[src/key_led_matrix_scanner_regs.svh]
// constants for the operator panel key and lamp matrix scanner
`ifndef KEY_LED_MATRIX_SCANNER_REGS_SVH
`define KEY_LED_MATRIX_SCANNER_REGS_SVH

// clock and scan timing, times in nanoseconds
`define CLK_PERIOD_NS        8
`define KEY_SCAN_PERIOD_NS   11680000
`define LAMP_ON_NS           1280000
`define LAMP_PERIOD_NS       5840000

// matrix geometry
`define KEY_ROWS             8
`define KEY_COLS             8
`define KEY_POINTS           64
`define LAMP_ROWS            4
`define LAMP_COLS            4
`define LAMP_POINTS          16
`define KEY_ROW_W            3
`define LAMP_ROW_W           2
`define CNT_W                20

// register bus
`define ADDR_W               8
`define DATA_W               32
`define REG_CTRL             8'h00
`define REG_STATUS           8'h04
`define REG_MASK             8'h08
`define REG_KEY_LO           8'h0C
`define REG_KEY_HI           8'h10
`define REG_LAMP             8'h14
`define REG_INDICATOR        8'h18

// control fields and reset values
`define CTRL_SCAN_EN_BIT     0
`define CTRL_LAMP_EN_BIT     1
`define CTRL_W               2
`define CTRL_RESET           2'h3
`define MASK_RESET           8'h00
`define LAMP_RESET           32'h0000_0000

// status and mask layout
`define EVT_W                8
`define ST_KEY_CHANGE_BIT    0
`define ST_FUSE1_BIT         1
`define ST_SECOND_FUSE_LAMP_BIT         2
`define ST_ESTOP_BIT         3
`define ST_LINK_LSB          4
`define LINK_COUNT           4

`endif

[src/key_led_matrix_scanner_pkg.sv]
// types shared by the key and lamp matrix scanner
`include "key_led_matrix_scanner_regs.svh"

package key_led_matrix_scanner_pkg;

   typedef enum logic [0:0] {
      LAMP_SLOT  = 1'b0,
      LAMP_BLANK = 1'b1
   } lamp_phase_type;

   typedef logic [`CNT_W-1:0]      count_type;
   typedef logic [`KEY_ROW_W-1:0]  key_row_type;
   typedef logic [`LAMP_ROW_W-1:0] lamp_row_type;

endpackage

[src/key_led_matrix_scanner.sv]
// key matrix scanner, lamp matrix driver, alarm indicators and register slave
`include "key_led_matrix_scanner_regs.svh"

////////////////////////////////////////////////////////////////////////////////
module sync2 #(
   parameter int WIDTH = 1
) (
   input  wire logic             clk_sys_i,
   input  wire logic             resetn_i,
   input  wire logic [WIDTH-1:0] async_i,
   output logic      [WIDTH-1:0] sync_o
);
   logic [WIDTH-1:0] meta_reg, sync_reg;

   always_ff @(posedge clk_sys_i or negedge resetn_i) begin
      if (!resetn_i) begin
         meta_reg <= '0;
         sync_reg <= '0;
      end else begin
         meta_reg <= async_i;
         sync_reg <= meta_reg;
      end
   end

   assign sync_o = sync_reg;
endmodule

////////////////////////////////////////////////////////////////////////////////
// Notes on behaviour
// read 64 keys as eight row commons crossed with eight column inputs
// drive commons in turn, capture columns only from the row driven low
// full common changeover cycle repeats every 11.68 ms
// key counts as pressed only if held on across a whole ladder cycle
// drive 32 lamps as two independent four by four matrices
// lamp lit only while its common is high and its column is active
// step four lamp commons in order, 1.28 ms each, every 5.84 ms
// both fuse lamps lit normally, dark once their fuse has blown
// emergency stop lamp dark normally, lit while stop input present
// each link alarm lamp dark normally, lit on its link error
// at most one key common low, others held high in each slot
// keep 64-bit key image from row captures, publish once per ladder cycle
module key_led_matrix_scanner
   import key_led_matrix_scanner_pkg::*;
#(
   parameter count_type KEY_SLOT_CYCLES =
      `CNT_W'(`KEY_SCAN_PERIOD_NS / (`CLK_PERIOD_NS * `KEY_ROWS)),
   parameter count_type LAMP_ON_CYCLES =
      `CNT_W'(`LAMP_ON_NS / `CLK_PERIOD_NS),
   parameter count_type LAMP_BLANK_CYCLES =
      `CNT_W'((`LAMP_PERIOD_NS - `LAMP_ROWS * `LAMP_ON_NS) / `CLK_PERIOD_NS)
) (
   // clock and reset
   input  wire logic                    clk_sys_i,
   input  wire logic                    resetn_i,
   // register port
   input  wire logic [`ADDR_W-1:0]      reg_addr_i,
   input  wire logic [`DATA_W-1:0]      reg_wdata_i,
   input  wire logic                    reg_write_i,
   input  wire logic                    reg_read_i,
   output logic      [`DATA_W-1:0]      reg_rdata_o,
   // key matrix pins
   output logic      [`KEY_ROWS-1:0]    key_row_common_n_o,
   input  wire logic [`KEY_COLS-1:0]    key_column_in_n_i,
   // lamp matrix pins
   output logic      [`LAMP_ROWS-1:0]   lamp_row_common_a_o,
   output logic      [`LAMP_COLS-1:0]   lamp_column_drive_a_n_o,
   output logic      [`LAMP_ROWS-1:0]   lamp_row_common_b_o,
   output logic      [`LAMP_COLS-1:0]   lamp_column_drive_b_n_o,
   // ladder side
   input  wire logic                    ladder_tick_i,
   output logic      [`KEY_POINTS-1:0]  key_image_o,
   output logic                         key_image_valid_o,
   // indicator sources and lamps
   input  wire logic [1:0]              fuse_blown_i,
   input  wire logic                    emergency_stop_i,
   input  wire logic [`LINK_COUNT-1:0]  link_error_i,
   output logic                         fuse_lamp_o,
   output logic                         second_fuse_lamp_o,
   output logic                         emergency_stop_lamp_o,
   output logic                         link_alarm_lamp_1_o,
   output logic                         link_alarm_lamp_2_o,
   output logic                         link_alarm_lamp_3_o,
   output logic                         link_alarm_lamp_4_o,
   // interrupt
   output logic                         irq_o
);

   /////////////////////////////////////////////////////////////////////////////
   // synchronisers for pin inputs
   logic [`KEY_COLS-1:0] column_sync;
   logic [2:0]           fault_sync;

   sync2 #(.WIDTH(`KEY_COLS)) column_sync_inst (
      .clk_sys_i (clk_sys_i),
      .resetn_i  (resetn_i),
      .async_i   (key_column_in_n_i),
      .sync_o    (column_sync)
   );

   sync2 #(.WIDTH(3)) fault_sync_inst (
      .clk_sys_i (clk_sys_i),
      .resetn_i  (resetn_i),
      .async_i   ({emergency_stop_i, fuse_blown_i}),
      .sync_o    (fault_sync)
   );

   /////////////////////////////////////////////////////////////////////////////
   // control registers
   logic [`CTRL_W-1:0]  ctrl_reg, ctrl_next;
   logic [`EVT_W-1:0]   status_reg, status_next;
   logic [`EVT_W-1:0]   mask_reg, mask_next;
   logic [`DATA_W-1:0]  lamp_reg, lamp_next;
   logic [`DATA_W-1:0]  rdata_reg, rdata_next;
   logic [`EVT_W-1:0]   events, clear_bits;

   /////////////////////////////////////////////////////////////////////////////
   // key scan: row counter and capture
   key_row_type             key_row_reg, key_row_next;
   count_type               key_cnt_reg, key_cnt_next;
   logic [`KEY_ROWS-1:0]    key_drive_n_reg, key_drive_n_next;
   logic [`KEY_POINTS-1:0]  raw_reg, raw_next;
   logic [`KEY_POINTS-1:0]  held_reg, held_next;
   logic [`KEY_POINTS-1:0]  image_reg, image_next;
   logic                    image_valid_reg, image_valid_next;
   logic                    key_change_evt, capture, scan_en;
   assign scan_en = ctrl_reg[`CTRL_SCAN_EN_BIT];
   // sample at slot end, long after the common switched and the synchroniser settled
   assign capture = scan_en && (key_cnt_reg == KEY_SLOT_CYCLES - `CNT_W'(1));

   always_comb begin
      key_row_next     = key_row_reg;
      key_cnt_next     = key_cnt_reg;
      key_drive_n_next = '1;
      raw_next         = raw_reg;
      held_next        = held_reg;
      image_next       = image_reg;
      image_valid_next = 1'b0;
      key_change_evt   = 1'b0;
      if (!scan_en) begin
         key_row_next = '0;
         key_cnt_next = '0;
      end else if (capture) begin
         key_cnt_next = '0;
         key_row_next = key_row_reg + key_row_type'(1);
      end else begin
         key_cnt_next = key_cnt_reg + count_type'(1);
      end
      if (scan_en) begin
         key_drive_n_next = ~(`KEY_ROWS'(1) << key_row_reg);
      end
      if (capture) begin
         raw_next[key_row_reg*`KEY_COLS +: `KEY_COLS] = ~column_sync;
         held_next[key_row_reg*`KEY_COLS +: `KEY_COLS] =
            held_reg[key_row_reg*`KEY_COLS +: `KEY_COLS] & ~column_sync;
      end
      if (ladder_tick_i) begin
         image_next       = held_next;
         held_next        = raw_next;
         image_valid_next = 1'b1;
         key_change_evt   = (image_next != image_reg);
      end
   end

   always_ff @(posedge clk_sys_i or negedge resetn_i) begin
      if (!resetn_i) begin
         key_row_reg     <= '0;
         key_cnt_reg     <= '0;
         key_drive_n_reg <= '1;
         raw_reg         <= '0;
         held_reg        <= '0;
         image_reg       <= '0;
         image_valid_reg <= 1'b0;
      end else begin
         key_row_reg     <= key_row_next;
         key_cnt_reg     <= key_cnt_next;
         key_drive_n_reg <= key_drive_n_next;
         raw_reg         <= raw_next;
         held_reg        <= held_next;
         image_reg       <= image_next;
         image_valid_reg <= image_valid_next;
      end
   end

   /////////////////////////////////////////////////////////////////////////////
   // lamp scan: four lit slots then one blank gap make up the period
   lamp_phase_type          lamp_phase_reg, lamp_phase_next;
   lamp_row_type            lamp_row_reg, lamp_row_next;
   count_type               lamp_cnt_reg, lamp_cnt_next;
   logic [`LAMP_ROWS-1:0]   common_a_reg, common_a_next;
   logic [`LAMP_ROWS-1:0]   common_b_reg, common_b_next;
   logic [`LAMP_COLS-1:0]   column_a_n_reg, column_a_n_next;
   logic [`LAMP_COLS-1:0]   column_b_n_reg, column_b_n_next;
   logic                    lamp_en;
   assign lamp_en = ctrl_reg[`CTRL_LAMP_EN_BIT];

   always_comb begin
      lamp_phase_next = lamp_phase_reg;
      lamp_row_next   = lamp_row_reg;
      lamp_cnt_next   = lamp_cnt_reg + count_type'(1);
      common_a_next   = '0;
      common_b_next   = '0;
      column_a_n_next = '1;
      column_b_n_next = '1;
      if (!lamp_en) begin
         lamp_phase_next = LAMP_SLOT;
         lamp_row_next   = '0;
         lamp_cnt_next   = '0;
      end else begin
         case (lamp_phase_reg)
            LAMP_SLOT: begin
               if (lamp_cnt_reg == LAMP_ON_CYCLES - `CNT_W'(1)) begin
                  lamp_cnt_next = '0;
                  if (lamp_row_reg == lamp_row_type'(`LAMP_ROWS - 1)) begin
                     lamp_phase_next = LAMP_BLANK;
                     lamp_row_next   = '0;
                  end else begin
                     lamp_row_next = lamp_row_reg + lamp_row_type'(1);
                  end
               end
            end
            LAMP_BLANK: begin
               if (lamp_cnt_reg == LAMP_BLANK_CYCLES - `CNT_W'(1)) begin
                  lamp_cnt_next   = '0;
                  lamp_phase_next = LAMP_SLOT;
               end
            end
            default: begin
               lamp_phase_next = LAMP_SLOT;
               lamp_row_next   = '0;
               lamp_cnt_next   = '0;
            end
         endcase
      end
      if (lamp_en && lamp_phase_reg == LAMP_SLOT) begin
         // both matrices share timing but take columns from their own image
         common_a_next   = `LAMP_ROWS'(1) << lamp_row_reg;
         common_b_next   = `LAMP_ROWS'(1) << lamp_row_reg;
         column_a_n_next = ~lamp_reg[lamp_row_reg*`LAMP_COLS +: `LAMP_COLS];
         column_b_n_next =
            ~lamp_reg[`LAMP_POINTS + lamp_row_reg*`LAMP_COLS +: `LAMP_COLS];
      end
   end

   always_ff @(posedge clk_sys_i or negedge resetn_i) begin
      if (!resetn_i) begin
         lamp_phase_reg <= LAMP_SLOT;
         lamp_row_reg   <= '0;
         lamp_cnt_reg   <= '0;
         common_a_reg   <= '0;
         common_b_reg   <= '0;
         column_a_n_reg <= '1;
         column_b_n_reg <= '1;
      end else begin
         lamp_phase_reg <= lamp_phase_next;
         lamp_row_reg   <= lamp_row_next;
         lamp_cnt_reg   <= lamp_cnt_next;
         common_a_reg   <= common_a_next;
         common_b_reg   <= common_b_next;
         column_a_n_reg <= column_a_n_next;
         column_b_n_reg <= column_b_n_next;
      end
   end

   /////////////////////////////////////////////////////////////////////////////
   // indicator lamps and fault edge detection
   logic [2:0]              fault_prev_reg;
   logic [`LINK_COUNT-1:0]  link_prev_reg;
   logic [`LINK_COUNT-1:0]  link_lamp_reg;
   logic [2:0]              fault_lamp_reg, fault_lamp_next;

   always_comb begin
      fault_lamp_next[0] = ~fault_sync[0];
      fault_lamp_next[1] = ~fault_sync[1];
      fault_lamp_next[2] = fault_sync[2];
      events = '0;
      events[`ST_KEY_CHANGE_BIT] = key_change_evt;
      events[`ST_FUSE1_BIT]      = fault_sync[0] & ~fault_prev_reg[0];
      events[`ST_SECOND_FUSE_LAMP_BIT]      = fault_sync[1] & ~fault_prev_reg[1];
      events[`ST_ESTOP_BIT]      = fault_sync[2] & ~fault_prev_reg[2];
      events[`ST_LINK_LSB +: `LINK_COUNT] = link_error_i & ~link_prev_reg;
   end

   always_ff @(posedge clk_sys_i or negedge resetn_i) begin
      if (!resetn_i) begin
         fault_prev_reg <= '0;
         link_prev_reg  <= '0;
         link_lamp_reg  <= '0;
         fault_lamp_reg <= 3'h3;
      end else begin
         fault_prev_reg <= fault_sync;
         link_prev_reg  <= link_error_i;
         link_lamp_reg  <= link_error_i;
         fault_lamp_reg <= fault_lamp_next;
      end
   end

   /////////////////////////////////////////////////////////////////////////////
   // register slave: read data stand only in the cycle after the strobe
   always_comb begin
      ctrl_next  = ctrl_reg;
      mask_next  = mask_reg;
      lamp_next  = lamp_reg;
      clear_bits = '0;
      rdata_next = '0;
      if (reg_write_i) begin
         case (reg_addr_i)
            `REG_CTRL:   ctrl_next  = reg_wdata_i[`CTRL_W-1:0];
            `REG_STATUS: clear_bits = reg_wdata_i[`EVT_W-1:0];
            `REG_MASK:   mask_next  = reg_wdata_i[`EVT_W-1:0];
            `REG_LAMP:   lamp_next  = reg_wdata_i;
            default:     ctrl_next  = ctrl_reg;
         endcase
      end
      // a new event in the clearing cycle survives the clear
      status_next = (status_reg & ~clear_bits) | events;
      if (reg_read_i) begin
         case (reg_addr_i)
            `REG_CTRL:      rdata_next = {{(`DATA_W-`CTRL_W){1'b0}}, ctrl_reg};
            `REG_STATUS:    rdata_next = {{(`DATA_W-`EVT_W){1'b0}}, status_reg};
            `REG_MASK:      rdata_next = {{(`DATA_W-`EVT_W){1'b0}}, mask_reg};
            `REG_KEY_LO:    rdata_next = image_reg[`DATA_W-1:0];
            `REG_KEY_HI:    rdata_next = image_reg[`KEY_POINTS-1:`DATA_W];
            `REG_LAMP:      rdata_next = lamp_reg;
            `REG_INDICATOR: rdata_next = {{(`DATA_W-7){1'b0}},
                                          link_lamp_reg, fault_lamp_reg};
            default:        rdata_next = '0;
         endcase
      end
   end

   always_ff @(posedge clk_sys_i or negedge resetn_i) begin
      if (!resetn_i) begin
         ctrl_reg   <= `CTRL_RESET;
         status_reg <= '0;
         mask_reg   <= `MASK_RESET;
         lamp_reg   <= `LAMP_RESET;
         rdata_reg  <= '0;
      end else begin
         ctrl_reg   <= ctrl_next;
         status_reg <= status_next;
         mask_reg   <= mask_next;
         lamp_reg   <= lamp_next;
         rdata_reg  <= rdata_next;
      end
   end

   /////////////////////////////////////////////////////////////////////////////
   // outputs
   assign reg_rdata_o             = rdata_reg;
   assign irq_o                   = |(status_reg & mask_reg);
   assign key_row_common_n_o      = key_drive_n_reg;
   assign lamp_row_common_a_o     = common_a_reg;
   assign lamp_column_drive_a_n_o = column_a_n_reg;
   assign lamp_row_common_b_o     = common_b_reg;
   assign lamp_column_drive_b_n_o = column_b_n_reg;
   assign key_image_o             = image_reg;
   assign key_image_valid_o       = image_valid_reg;
   assign fuse_lamp_o             = fault_lamp_reg[0];
   assign second_fuse_lamp_o      = fault_lamp_reg[1];
   assign emergency_stop_lamp_o   = fault_lamp_reg[2];
   assign link_alarm_lamp_1_o     = link_lamp_reg[0];
   assign link_alarm_lamp_2_o     = link_lamp_reg[1];
   assign link_alarm_lamp_3_o     = link_lamp_reg[2];
   assign link_alarm_lamp_4_o     = link_lamp_reg[3];

endmodule

[config.mk]
export PLATFORM = sky130hd
export DESIGN_NAME = key_led_matrix_scanner
export DESIGN_NICKNAME = d
export VERILOG_FILES = /design/src/key_led_matrix_scanner_pkg.sv /design/src/key_led_matrix_scanner.sv
export VERILOG_INCLUDE_DIRS = /design/src
export SDC_FILE = /design/constraint.sdc
export NUM_CORES = 1
export LEC_CHECK = 0
export BUFFER_PORTS_ARGS = -buffer_cell sky130_fd_sc_hd__buf_2
export CAP_MARGIN = 20
export CORE_UTILIZATION = 60
export DETAILED_ROUTE_END_ITERATION = 12
export PLACE_DENSITY = 0.81
export SETUP_SLACK_MARGIN = 0.02
export SLEW_MARGIN = 10
export SYNTH_ARGS = -nofsm -noshare
export SYNTH_HDL_FRONTEND = slang
export SYNTH_SLANG_ARGS = --single-unit
[constraint.sdc]
create_clock -name clk_sys_i -period 8.75 [get_ports clk_sys_i]
set_input_delay 0.4375 -clock clk_sys_i [delete_from_list [all_inputs] [get_ports clk_sys_i]]
set_output_delay 0.4375 -clock clk_sys_i [all_outputs]
set_load 0.02 [all_outputs]
==> impl_metrics.csv <==
group,metric,value,unit
layout,finish.utilization,70.1,%
placement,io_buffers,188,
floorplan,die_y,176,microns
sta,slew_limit_headroom,31.7,%
synth,mean_syn_cell_area,10.0,sq um
synth,ys_seq_elements,372,
synth,synthesis.yosys.warnings,0,
cts,clock_sink_count,372,
synth,netlist-cell-type-count,76,
critical_path,r2r_slack,3.73,ns
placement,dpl_worst_slack,4.00,ns
floorplan,fp.dieArea,30900,sq um
synth,synth_top_area_cell,"sky130_fd_sc_hd__dfrtp_1",
cts,clkSlewWorstSetupHoldPaths,0.06,ns
grt,grtUsageTotal,39.6,%
cts,clock-root-buffer,"sky130_fd_sc_hd__clkbuf_16",
critical_path,critical_path.startpoint_type,"flop",
pwr,ir_worst_vdd,0.168,mV
pwr,power.static_leakage,9.05,nW
critical_path,cp_data_required_time,9.13,ns
grt,grt_antenna_before_repair,2,
layout,syn2layout_area_growth,14.9,%
status,status,"complete, no violations",
routing,dr.pass1.iters,6,
cts,ctsHtreeMaxLevel,2,
cts,cts-resized-gates,0,
layout,final.fill_count,2222,
routing,first_iter_violations,1836,
sta,final_critical_path_setup_slack,3.73,ns
routing,avgViaCountPerCell,6.50,
sta,grt_setup_unrepaired,"no",
grt,global_route_wire_length_before_repair,90600,microns
critical_path,number_of_cells_on_the_worst_reg_to_reg_path,12,
synth,post_synth_inst_count,1809,
layout,finalNetCount,2036,
placement,dp_hpwl,43700,microns
critical_path,critical_path_peak_fanout,38,
min_path,hold-path-endpoint,"column_sync_inst.meta_reg[7]",
grt,grt_max_degree,85,
sta,final-setup-viol-count,0,
routing,postRouteWirelength,60900,microns
grt,first_global_vias,14800,
synth,synth-edff-count,0,
critical_path,timing.rr.end,"status_reg[0]",
sta,tightest_slew,1.01,ns
pwr,power-per-cell-area,199,nW/um^2
floorplan,fp.dieW,176,microns
synth,dominantRegCellSynth,"sky130_fd_sc_hd__dfrtp_1",
placement,rd_place_congestion,1.03,
critical_path,setup.worst_path.class,"flop to flop",
cts,tritoncts,"built",
critical_path,endpoint_kind,"flop",
cts,cts_buffers,41,
min_path,hp-start,"key_column_in_n_i[7]",
routing,final_routed_drc_violation_total,0,
synth,cell_types_with_the_largest_area_share_after_synthesis,"sky130_fd_sc_hd__dfrtp_1 49%, sky130_fd_sc_hd__nor2_1 5.0%, sky130_fd_sc_hd__nand2_1 4.3%",
flow_run,timing.max_cap.violations,0,
routing,wl_per_cell,25.5,microns
min_path,hold_class,"primary input to flop",
routing,routed-via-count,15500,
sta,final-max-slew-violation-count,0,
synth,synth.top_cell.area_share,48.5,%
sta,fmax,0.199,GHz
floorplan,core_region_area,29700,sq um
cts,clk_latency,0.54,ns
synth,synth_seq_area_share,51.4,%
min_path,hold_path_depth,1,
synth,asyncSetResetFlopFracSynth,100,%
sta,period_needed,5.02,ns
floorplan,ios,189,
sta,clock-skew-final,0.0217,ns
sta,timing.final.hold_violations,0,
floorplan,floorplan.rows,63,
layout,layout_cells_sized_above_1,20.2,%
critical_path,arrival,5.40,ns
routing,number_of_antenna_violating_nets_in_the_routed_design,0,
floorplan,floorplan.initialDensity,61.1,%
critical_path,worst_r2r_startpoint,"key_row_reg[0]",
synth,mappedNetlistNets,1883,
sta,timing.final.crit_share,57.4,%
synth,synth_area,18100,sq um
grt,overflow,0,
cts,cts_buffer_depth,3,
sta,finalSetupTns,0,ns
routing by layer:
layer  up-vias  track usage [%]  routed length [microns]  share of wire (%)
li1       6683                -                        -                  -
met1      7591             54.5                    23800                 39
met2      1034             60.9                    27700                 46
met3       200             8.03                     6570                 11
met4         0             17.8                     2830                4.6
met5         -                0                        0                  0
worst max path at each step:
| stage | from | end | slack, ns |
|---|---|---|---|
| 2_1_floorplan | key_row_reg[0] | status_reg[0] | 5.15 |
| 5_1_grt | key_row_reg[0] | status_reg[0] | 3.70 |
| 6_report | key_row_reg[0] | status_reg[0] | 3.73 |
| 3_5_place_dp | key_row_reg[0] | status_reg[0] | 4.00 |
| 3_3_place_gp | key_row_reg[0] | status_reg[0] | 4.11 |
| 4_1_cts | key_row_reg[0] | status_reg[0] | 3.95 |
report_power, final:
group,internal (mW),switching [mW]
clock,1.14,0.708
combinational,0.146,0.243
sequential,1.79,0.136
stage by stage:
step           area [sq um]  instances  total power, mW  hold slack [ns]
2_1_floorplan         18100       1809             2.11            0.142
3_3_place_gp          19300       2300             2.32            0.332
3_5_place_dp          19300       2300             2.32            0.336
4_1_cts               20800       2384             4.15       0.00000905
5_1_grt               20800       2385             4.27          0.00501
6_report              20800       2386             4.16           0.0128
cell usage after synthesis (4+ instances only):
cell type	n
sky130_fd_sc_hd__buf_6	7
sky130_fd_sc_hd__and2_1	22
sky130_fd_sc_hd__nand4_1	8
sky130_fd_sc_hd__and4_1	9
sky130_fd_sc_hd__mux2_2	57
sky130_fd_sc_hd__or2_2	9
sky130_fd_sc_hd__xor2_1	47
sky130_fd_sc_hd__o221ai_1	7
sky130_fd_sc_hd__a22o_1	4
sky130_fd_sc_hd__a22oi_1	10
sky130_fd_sc_hd__nor4_1	9
sky130_fd_sc_hd__dfrtp_1	352
sky130_fd_sc_hd__nor3_1	24
sky130_fd_sc_hd__inv_1	26
sky130_fd_sc_hd__a31oi_1	15
sky130_fd_sc_hd__ha_1	14
sky130_fd_sc_hd__o22ai_1	23
sky130_fd_sc_hd__buf_1	6
sky130_fd_sc_hd__buf_4	5
sky130_fd_sc_hd__buf_2	7
sky130_fd_sc_hd__a222oi_1	26
sky130_fd_sc_hd__or3_1	4
sky130_fd_sc_hd__nand2b_1	8
sky130_fd_sc_hd__nor2_1	244
sky130_fd_sc_hd__and3_1	22
sky130_fd_sc_hd__mux4_2	19
sky130_fd_sc_hd__o21a_1	21
sky130_fd_sc_hd__nand2_1	209
sky130_fd_sc_hd__nand3_1	43
sky130_fd_sc_hd__a221oi_1	15
sky130_fd_sc_hd__dfstp_2	20
sky130_fd_sc_hd__nor2b_1	23
sky130_fd_sc_hd__mux2i_1	45
sky130_fd_sc_hd__a211oi_1	21
sky130_fd_sc_hd__xnor2_1	63
sky130_fd_sc_hd__clkbuf_1	88
sky130_fd_sc_hd__a21oi_1	131
sky130_fd_sc_hd__o22a_1	4
sky130_fd_sc_hd__o21ai_0	89
area by class of cell:
class	count	area (sq um)	share of cell area [%]
antenna	1	2.50	0.0120
clock buffer	61	1200	5.77
clock inverter	15	250	1.20
inverter	27	101	0.486
multi-input combinational	1297	8210	39.4
sequential	372	9340	44.8
tap	390	488	2.34
timing repair buffer	223	1260	6.03
cells by family after synthesis:
group           count (synthesis)  share of synthesized area [%]
compound gates                391                           13.7
xor+xnor                      110                           5.31
fa+ha+maj                      14                          0.965
buf+inv                       140                           3.34
flops                         372                           51.4
mux                           124                           8.70
simple gates                  658                           16.5
cells in the final DEF (no fill, tap or decap), drive strengths merged, types with 30 or more instances in the layout:
cell type / instances
nand2: 210
o21ai: 89
inv: 30
mux2i: 48
buf: 215
xor2: 47
nand3: 44
xnor2: 63
dfrtp: 352
mux2: 57
a21oi: 131
clkbuf: 61
nor2: 245
critical path: stages, from the launching register on:
cell and delay, ns:
sky130_fd_sc_hd__dfrtp_2 0.98, sky130_fd_sc_hd__inv_1 0.18, sky130_fd_sc_hd__ha_1 0.28, sky130_fd_sc_hd__ha_1 0.50, sky130_fd_sc_hd__nand3b_1 0.44, sky130_fd_sc_hd__nor2_1 0.32
sky130_fd_sc_hd__and4_1 0.68, sky130_fd_sc_hd__a32oi_1 0.27, sky130_fd_sc_hd__xnor2_1 0.22, sky130_fd_sc_hd__a211oi_2 0.29, sky130_fd_sc_hd__nand3_1 0.11, sky130_fd_sc_hd__nor4_1 0.38
sky130_fd_sc_hd__a41oi_1 0.18
repair_timing:
item,CTS,global route
hold buffers,8,0
buffers inserted,0,0
endpoints found under the hold margin,86,0
Note: power is estimated with default switching activity, not from simulation.
